## config.mk

```make
export PLATFORM = sky130hd
export DESIGN_NAME = wdt_watchdog
export DESIGN_NICKNAME = d
export VERILOG_FILES = /design/src/wdt_pkg.sv /design/src/wdt_watchdog.sv
export VERILOG_INCLUDE_DIRS = /design/src
export SDC_FILE = /design/constraint.sdc
export NUM_CORES = 1
export LEC_CHECK = 0
export CAP_MARGIN = 10
export CELL_PAD_IN_SITES_DETAIL_PLACEMENT = 0
export CELL_PAD_IN_SITES_GLOBAL_PLACEMENT = 1
export CORE_MARGIN = 5
export CORE_UTILIZATION = 43
export CTS_CLUSTER_SIZE = 28
export DETAILED_ROUTE_END_ITERATION = 7
export DONT_BUFFER_PORTS = 1
export PLACE_DENSITY = 0.84
export SYNTH_ARGS = -nofsm -noshare
export SYNTH_HDL_FRONTEND = slang
export SYNTH_SLANG_ARGS = --single-unit
```

## constraint.sdc

```tcl
create_clock -name core_clk -period 1.65 [get_ports core_clk]
set_input_delay 0.33 -clock core_clk [delete_from_list [all_inputs] [get_ports core_clk]]
set_output_delay 0.33 -clock core_clk [all_outputs]
set_load 0.05 [all_outputs]
```

## src/wdt_params.svh

```systemverilog
/*
  Constants of the watchdog: register locations, option bit positions,
  counter widths and timing counts.
  Assumes inclusion by bare name from the watchdog package and module.
*/
`ifndef WDT_PARAMS_SVH
`define WDT_PARAMS_SVH

`define WDT_OPT_ADDR        16'h001f
`define WDT_SVC_ADDR        16'hffff
`define WDT_RSTVEC_HI_ADDR  16'hfffe
`define WDT_OPT_RATE_BIT    2
`define WDT_OPT_STOPEN_BIT  1
`define WDT_OPT_DIS_BIT     0
`define WDT_PRE_W           12
`define WDT_CNT_W           6
`define WDT_PRE_KEEP_W      4
`define WDT_RATE_LONG_TAP   11
`define WDT_RATE_SHORT_TAP  6
`define WDT_RST_PULSE_CYC   32
`define WDT_RST_PULSE_W     6
`define WDT_POR_DELAY_CYC   4096
`define WDT_POR_DELAY_W     13

`endif

```

## src/wdt_pkg.sv

```systemverilog
/*
  Types shared by the watchdog: register bus request and mode inputs.
  Assumes wdt_params.svh is on the include path.
*/
`include "wdt_params.svh"

package wdt_pkg;

  typedef struct packed {
    logic [15:0] addr;
    logic [7:0]  wdata;
    logic        wr;
    logic        rd;
  } wdt_bus_s;

  typedef struct packed {
    logic mon_test_voltage_entry;
    logic mon_blank_entry;
    logic test_voltage_irq;
    logic test_voltage_rst;
    logic break_active;
    logic stop_exec;
    logic wait_mode;
    logic vec_fetch;
  } wdt_mode_s;

  typedef enum logic [2:0] {
    WDT_RUN   = 3'b001,
    WDT_PULSE = 3'b010,
    WDT_STOP  = 3'b100
  } wdt_state_e;

endpackage

```

## src/wdt_watchdog.sv

```systemverilog
/*
  Watchdog timer: prescaler plus 6-bit counter; overflow drives the reset pin
  low and flags a watchdog reset. Serviced by any write to the service location.
  Assumes core_clk is the crystal clock, inputs are synchronous to it, and
  rst_b is the internal reset (power-on or any other source).
*/
// Decided for this implementation: the strobed register port.
`timescale 1ns/1ps
`include "wdt_params.svh"

// Operation
// - Six-bit counter advanced by twelve-bit prescaler, both on crystal clock.
// - Unserviced counter overflow raises a system reset.
// - Rate bit one gives 2^18-2^4 cycles, zero gives 2^13-2^4.
// - Any write to service location clears counter and prescaler bits 11..4.
// - Reading service location returns reset vector low byte.
// - Watchdog reset drives reset pin low 32 cycles, sets flag.
// - Stop instruction clears the prescaler.
// - Prescaler cleared 4096 cycles after power-up.
// - Internal reset clears prescaler and counter.
// - Reset vector fetch clears the prescaler.
// - Disable option bit one turns the watchdog off.
// - Monitor entry with test voltage disables while voltage stays on pins.
// - Monitor entry by blank vectors disables until next power-on reset.
// - Counting continues during wait mode.
// - Stop mode gates the clock to the watchdog and clears prescaler.
// - Stop-disable option turns stop into an illegal-opcode reset.
// - Break with test voltage on reset pin disables the watchdog.
// - No interrupt requests; timeout only resets.
module wdt_watchdog #(
  parameter logic [7:0] OPTION_VALUE  = 8'h00,  // Option register contents
  parameter logic [7:0] RST_VEC_LO    = 8'h00,  // Reset vector low byte
  parameter int         POR_DELAY_CYC = `WDT_POR_DELAY_CYC  // Power-up clear delay
) (
  input  wire logic              core_clk,      // Crystal clock
  input  wire logic              rst_b,         // Internal reset, active low
  input  wire logic              por_b,         // Power-on reset, active low
  input  wire wdt_pkg::wdt_bus_s bus,           // Register bus request
  output logic [7:0]             rdata,         // Read data, cycle after read
  input  wire wdt_pkg::wdt_mode_s mode,         // CPU mode inputs
  output logic                   rst_pin_o,     // Reset pin drive value
  output logic                   rst_pin_oe,    // Reset pin output enable
  output logic                   wdt_flag,      // Watchdog reset flag
  output logic                   illegal_rst,   // Illegal-opcode reset pulse
  output logic                   stopped,       // Stop mode entered
  output logic                   irq            // Interrupt, never raised
);

  localparam int PW = `WDT_PRE_W;
  localparam int CW = `WDT_CNT_W;

  logic [PW-1:0]               pre_q;
  logic [CW-1:0]               cnt_q;
  logic [`WDT_RST_PULSE_W-1:0] pulse_q;
  logic [`WDT_POR_DELAY_W-1:0] por_cnt_q;
  logic                        por_done_q;
  logic                        blank_dis_q;
  logic                        test_voltage_dis_q;
  logic                        flag_q;
  logic                        ill_q;
  logic [7:0]                  rdata_q;
  wdt_pkg::wdt_state_e         state_q;

  // Option bits are strapped: read-only and untouched by reset
  wire opt_rate   = OPTION_VALUE[`WDT_OPT_RATE_BIT];
  wire opt_nostop = OPTION_VALUE[`WDT_OPT_STOPEN_BIT];
  wire opt_dis    = OPTION_VALUE[`WDT_OPT_DIS_BIT];

  wire svc_wr  = bus.wr && (bus.addr == `WDT_SVC_ADDR);
  wire opt_rd  = bus.rd && (bus.addr == `WDT_OPT_ADDR);
  wire svc_rd  = bus.rd && (bus.addr == `WDT_SVC_ADDR);
  wire test_voltage_on = mode.test_voltage_irq || mode.test_voltage_rst;

  wire disabled = opt_dis
               || (test_voltage_dis_q && test_voltage_on)
               || blank_dis_q
               || (mode.break_active && mode.test_voltage_rst);

  wire run       = (state_q == wdt_pkg::WDT_RUN);
  // Wait mode is deliberately not a gating term
  wire counting  = run && !disabled;
  wire stop_go   = run && mode.stop_exec && !opt_nostop;
  wire stop_bad  = run && mode.stop_exec && opt_nostop;
  wire pre_clr   = stop_go || mode.vec_fetch
                || (por_cnt_q == `WDT_POR_DELAY_W'(POR_DELAY_CYC - 1) && !por_done_q);
  wire tap_bit   = opt_rate ? pre_q[`WDT_RATE_LONG_TAP]
                            : pre_q[`WDT_RATE_SHORT_TAP];
  logic tap_q;
  wire  tick     = tap_q && !tap_bit;
  wire  overflow = counting && tick && (&cnt_q) && !svc_wr;

  logic [PW-1:0] pre_d;
  always_comb begin
    pre_d = counting ? PW'(pre_q + 1'b1) : pre_q;
    if (pre_clr || !run) begin
      pre_d = '0;
    end else if (svc_wr) begin
      pre_d = {{(PW-`WDT_PRE_KEEP_W){1'b0}}, pre_q[`WDT_PRE_KEEP_W-1:0]};
    end
  end

  // Power-up delay counter keeps running on por_b only
  always_ff @(posedge core_clk or negedge por_b) begin
    if (!por_b) begin
      por_cnt_q   <= '0;
      por_done_q  <= 1'b0;
      blank_dis_q <= 1'b0;
    end else begin
      if (!por_done_q) begin
        por_cnt_q  <= `WDT_POR_DELAY_W'(por_cnt_q + 1'b1);
        por_done_q <= (por_cnt_q == `WDT_POR_DELAY_W'(POR_DELAY_CYC - 1));
      end
      if (mode.mon_blank_entry && !mode.test_voltage_irq) begin
        blank_dis_q <= 1'b1;
      end
    end
  end

  always_ff @(posedge core_clk or negedge rst_b) begin
    if (!rst_b) begin
      pre_q      <= '0;
      cnt_q      <= '0;
      tap_q      <= 1'b0;
      pulse_q    <= '0;
      flag_q     <= 1'b0;
      ill_q      <= 1'b0;
      rdata_q    <= 8'h00;
      test_voltage_dis_q <= 1'b0;
      state_q    <= wdt_pkg::WDT_RUN;
    end else begin
      pre_q   <= pre_d;
      tap_q   <= (pre_clr || svc_wr || !run) ? 1'b0 : tap_bit;
      ill_q   <= stop_bad;
      rdata_q <= svc_rd ? RST_VEC_LO
               : opt_rd ? OPTION_VALUE : 8'h00;
      if (mode.mon_test_voltage_entry && mode.test_voltage_irq) begin
        test_voltage_dis_q <= 1'b1;
      end else if (!test_voltage_on) begin
        test_voltage_dis_q <= 1'b0;
      end
      if (overflow) begin
        flag_q <= 1'b1;
      end
      unique case (state_q)
        wdt_pkg::WDT_RUN: begin
          if (svc_wr) begin
            cnt_q <= '0;
          end else if (counting && tick) begin
            cnt_q <= CW'(cnt_q + 1'b1);
          end
          if (overflow) begin
            pulse_q <= `WDT_RST_PULSE_W'(`WDT_RST_PULSE_CYC - 1);
            state_q <= wdt_pkg::WDT_PULSE;
          end else if (stop_go) begin
            state_q <= wdt_pkg::WDT_STOP;
          end
        end
        wdt_pkg::WDT_PULSE: begin
          cnt_q <= '0;
          if (pulse_q == '0) begin
            state_q <= wdt_pkg::WDT_RUN;
          end else begin
            pulse_q <= `WDT_RST_PULSE_W'(pulse_q - 1'b1);
          end
        end
        wdt_pkg::WDT_STOP: begin
          // Clock gated: hold the counter, leave when stop_exec drops or on reset
          if (!mode.stop_exec) begin
            state_q <= wdt_pkg::WDT_RUN;
          end
        end
      endcase
    end
  end

  assign rdata       = rdata_q;
  assign rst_pin_o   = 1'b0;
  assign rst_pin_oe  = (state_q == wdt_pkg::WDT_PULSE);
  assign wdt_flag    = flag_q;
  assign illegal_rst = ill_q;
  assign stopped     = (state_q == wdt_pkg::WDT_STOP);
  assign irq         = 1'b0;

endmodule // wdt_watchdog

```

# Word level (Yosys, flattened, before mapping)
# Cells that the tools add are included.
[word_totals] memories=0 romBits=0 ram_bits=0 out_inout_bits=14 elab_cells=81 latchBits=0 reg_bits=45
[op_classes] mul=0 reduce_logical=35 add_sub_neg=4 n_bitwise=0 div=0 order_cmp=0 mux=18 shift=0 n_eq_ne=13
[op_table] cell="$mux 12" n=3
[op_table] cell="$mux 6" n=4
[op_table] cell="$pmux 6 s2" n=2
[op_table] cell="$eq 16x16->1 const B" n=1
[op_table] cell="$add 13x1->13 const B" n=1
[op_table] cell="$eq 13x12->1 const B" n=1
[op_table] cell="$add 12x1->12 const B" n=1
[op_table] cell="$logic_and 1x1->1" n=12
[op_table] cell="$mux 3" n=4
[op_table] cell="$pmux 3 s3" n=1
[op_table] cell="$logic_or 1x1->1" n=8
[op_table] cell="$ne 2x1->1 const B" n=4
[op_table] cell="$add 6x1->6 const B" n=1
[op_table] cell="$logic_not 1->1" n=6
[op_table] cell="$logic_not 6->1" n=1
[op_table] cell="$reduce_and 3->1" n=2
[op_table] cell="$reduce_and 6->1" n=1
[op_table] cell="$sub 6x1->6 const B" n=1
[op_table] cell="$mux 1" n=4
[op_table] cell="$ne 2x2->1 const B" n=2
[op_table] cell="$reduce_and 2->1" n=2
[op_table] cell="$reduce_bool 2->1" n=2
[op_table] cell="$eq 3x1->1 const B" n=1
[op_table] cell="$eq 3x2->1 const B" n=1
[op_table] cell="4 further kinds" n=4

# Longest topological paths before layout
[logic_depth] depth_word=11 depth_mapped=6

# Worst setup path after synthesis
# OpenSTA, ideal clock, no wires.
[synth_path] path_type="flip-flop to output port" from="reg state_q[2]" to="out stopped" path_stages_with_launch=2 path_buffers=0 setup_slack_ns=-0.280 arrival_time_ns=1.600 cell_sequence="dfrtp_1 > nor3b_1"
[synth_via] elab_chain_cells=1
[synth_rtl] element="from (decl)" line_no="wdt_watchdog.sv:62" source="wdt_pkg::wdt_state_e state_q;"
[synth_rtl] element="from (signal assigned)" line_no="wdt_watchdog.sv:129" source="state_q <= wdt_pkg::WDT_RUN;"
[synth_rtl] element="from (signal assigned)" line_no="wdt_watchdog.sv:153" source="state_q <= wdt_pkg::WDT_PULSE;"
[synth_rtl] element="from (signal assigned)" line_no="wdt_watchdog.sv:155" source="state_q <= wdt_pkg::WDT_STOP;"
[synth_rtl] element="$eq 3x3->1" line_no="wdt_watchdog.sv:181" source="assign stopped = (state_q == wdt_pkg::WDT_STOP);"
[synth_rtl] element="to (decl)" line_no="wdt_watchdog.sv:45" source="output logic stopped,"
# No other way between the ends.

# Worst setup path after layout
[layout_path] from="reg state_q[0]" to="reg cnt_q[4]"
[layout_via] elab_chain_cells=5 elab_cells_between_ends=8 classes_between="eq/ne (3); mux (1); reduce/logical (4)"
[layout_rtl] element="$eq 3x1->1" line_no="wdt_watchdog.sv:79, wdt_watchdog.sv:144"
[layout_rtl] element="$logic_and 1x1->1" line_no="wdt_watchdog.sv:81" source="wire counting = run && !disabled;"
[layout_rtl] element="$logic_and 1x1->1" line_no="wdt_watchdog.sv:148" source="end else if (counting && tick) begin"
[layout_rtl] element="$ne 3x2->1 (no source line)"
[layout_rtl] element="$reduce_and 2->1 (no source line)"
[layout_rtl] element="to (signal assigned)" line_no="wdt_watchdog.sv:149" source="cnt_q <= CW'(cnt_q + 1'b1);"
[layout_rtl] element="to (decl)" line_no="wdt_watchdog.sv:53" source="logic [CW-1:0] cnt_q;"
# Parallel ways exist; a longest one is shown, timed or not.
# A chain may end at the register's enable or synchronous reset.

==> metrics.txt <==
design area 2970 um^2; Placed Cells 311; Setup WS post-layout -196 ps; share of layout cells above drive strength 1 0.383; smallest hold slack 134 ps; Cell Area, Placed 2470 um^2; DIE AREA 6600 um^2; Slew Viols, Final 0; core area 5010 um^2; CTS buffer count 5; final-report setup violation count 26; worst hold path type in2reg; CTS Sinks 40; HPWL after DPL 3250 um; CTS tree yes; fin cells 334; number of global-route vias before repair 1,749; Max Fclk 0.542 GHz; Crit. End Element register; RePlAce Congestion 0.767; drt drc 0; final hold viol count 0; die width 81.3 um; outcome complete, but fails checks; post-synth cell types 54; Seq/Total Area, Yosys 0.459; Total GRT Usage 0.158; Final Net Count 305; ys async rst share 1.00; worst-path fanout max 3; Reg clk slew, reported paths 90 ps; Mapped Area 2180 um^2; via count 1,747; CP Launch Type register; EDFF count, synth 0; register bit count reported by yosys 40; peak supply drop 906 uV; Clock Path Buffers 2; min Tclk post-route 1850 ps; commonest non-fill, non-tap cell in the layout dfrtp_1; syn avg cell area 10.1 um^2; RSZ-0062 raised after global routing true; buffers added on ports 0; Total Power Consumption 2.49 mW; failing checks negative setup slack; WS Path Type reg2reg; Iter 0 DRT Violations 89; pin count of the biggest net entering global routing 26; commonest cells after routing, fill and taps aside dfrtp_1, buf_4, nand2_1, xnor2_1, buf_6; setup TNS -2670 ps; synth warn 0; vias per cell 5.23; WL/cell 14.8 um; part of the cycle the worst path needs 1.12; Slew HR 0.554; Setup WS pre-CTS -161 ps; Clock Skew 9.98 ps; clock insertion delay at the later pin of the skew report 310 ps; leakage 1.25 nW; Worst EP arrival 2080 ps; grt ovf 0; top cell type's share of synthesized area 0.447; antenna fix cells 0; Layout area overhead 35.9%; Clock Tree Root clkbuf_8; First-pass DRT Iterations 4; chip height 81.3 um; final core occ 0.592; worst slew pin tran 666 ps; Max Cap Viol 0; H-tree depth 2; post-synthesis cell count 216; Yosys top cell by area dfrtp_1; Pwr Density 838 nW/um^2; DRT Wirelength 4930 um; R2R Setup Slk -200 ps; num rows 26; Routed Antenna Nets 0; largest cells by area after synthesis dfrtp_1, xnor2_1, buf_4; Worst Path Required 1890 ps; antenna violations before repair 0; first-pass GRT wire length 7900 um; Starting Density 0.436; # IOs 51; Post-synth top flop dfrtp_1
sequential cells by signal, summed over array words and instances, names as in the netlist:
name / count
por_done_q: 1
pulse_q: 6
blank_dis_q: 1
wdt_flag: 1
por_cnt_q: 13
state_q: 3
test_voltage_dis_q: 1
tap_q: 1
cnt_q: 6
pre_q: 7
worst paths after layout:
check / from / endpoint / depth (start not counted)
worst max-delay path: state_q[0] / cnt_q[4] / 6
worst max register to register: state_q[0] / cnt_q[4] / 6
max in group asynchronous: por_b / por_cnt_q[12] / 1
min in group asynchronous: rst_b / pre_q[5] / 2
worst min register to register: por_cnt_q[4] / por_cnt_q[4] / 1
worst min-delay path: mode[6] / blank_dis_q / 1
cells by family (layout without fill, tap and decap cells):
| group | after synthesis | in the layout | share of synthesized area |
|---|---|---|---|
| adders and majority gates | 5 | 5 | 0.0287 |
| other | 1 | 11 | 0.00172 |
| buffers and inverters | 22 | 60 | 0.0579 |
| xor gates and xnor gates | 18 | 18 | 0.0722 |
| AOI/OAI and AO/OA | 31 | 31 | 0.112 |
| and+or+nand+nor | 96 | 96 | 0.254 |
| muxes | 3 | 3 | 0.0143 |
| DFF | 40 | 40 | 0.459 |
area by class of cell:
class | count | area, um^2
tap | 70 | 87.6
clock inverter | 3 | 46.3
sequential | 40 | 1000
timing repair buffer | 45 | 419
fill | 420 | 2040
clock buffer | 5 | 68.8
multi-input combinational | 164 | 1310
inverter | 7 | 31.3
layer usage:
metal  up-vias  routed length [um]  GRT usage  share of wire
met3         6                 256     0.0576          0.052
li1        854                   -          -              -
met1       845                2190      0.188           0.44
met4         0                  68     0.0591          0.014
met5         -                   0          0              0
met2        42                2410      0.260           0.49
where the power goes:
part	total [mW]	switching [mW]	internal, mW	leakage [nW]
Combinational	0.603	0.318	0.285	0.698
Sequential	1.05	0.0314	1.02	0.502
Clock	0.838	0.383	0.456	0.0548
Total	2.49	0.732	1.76	1.25
repair_timing:
action / CTS / global route
setup buffers: 9 / 3
resized for setup: 41 / 19
hold endpoints to repair: 40 / 0
pin swaps: 18 / 11
hold buffers: 3 / 0
endpoints found under the setup margin: 26 / 26
synth_stat cells (2+ instances only):
library cell  count
a31oi_1           2
nand3_1          12
a211oi_1          2
nor4b_1           3
nand2b_1          2
ha_1              5
or4_1             2
inv_1             6
nor3_1            7
a21oi_1           6
nor3b_1           2
or3_1             5
dfrtp_1          39
and3_1            3
nand2_1          16
buf_4            11
nand4b_1          2
clkbuf_1          2
mux2i_1           2
nor4_1            2
nor2_1           21
or2_2             3
o2111ai_1         2
xor2_1            3
o31ai_1           2
o21ai_0           5
buf_2             2
xnor2_1          15
nand4_1           7
worst max-delay path, stage by stage (launching register included):
cell,delay [ps]
dfstp_2,540
nor3b_4,250
o211ai_4,120
buf_4,160
buf_6,110
or4_4,470
a21oi_2,140
Note: power is estimated with default switching activity, not from simulation.
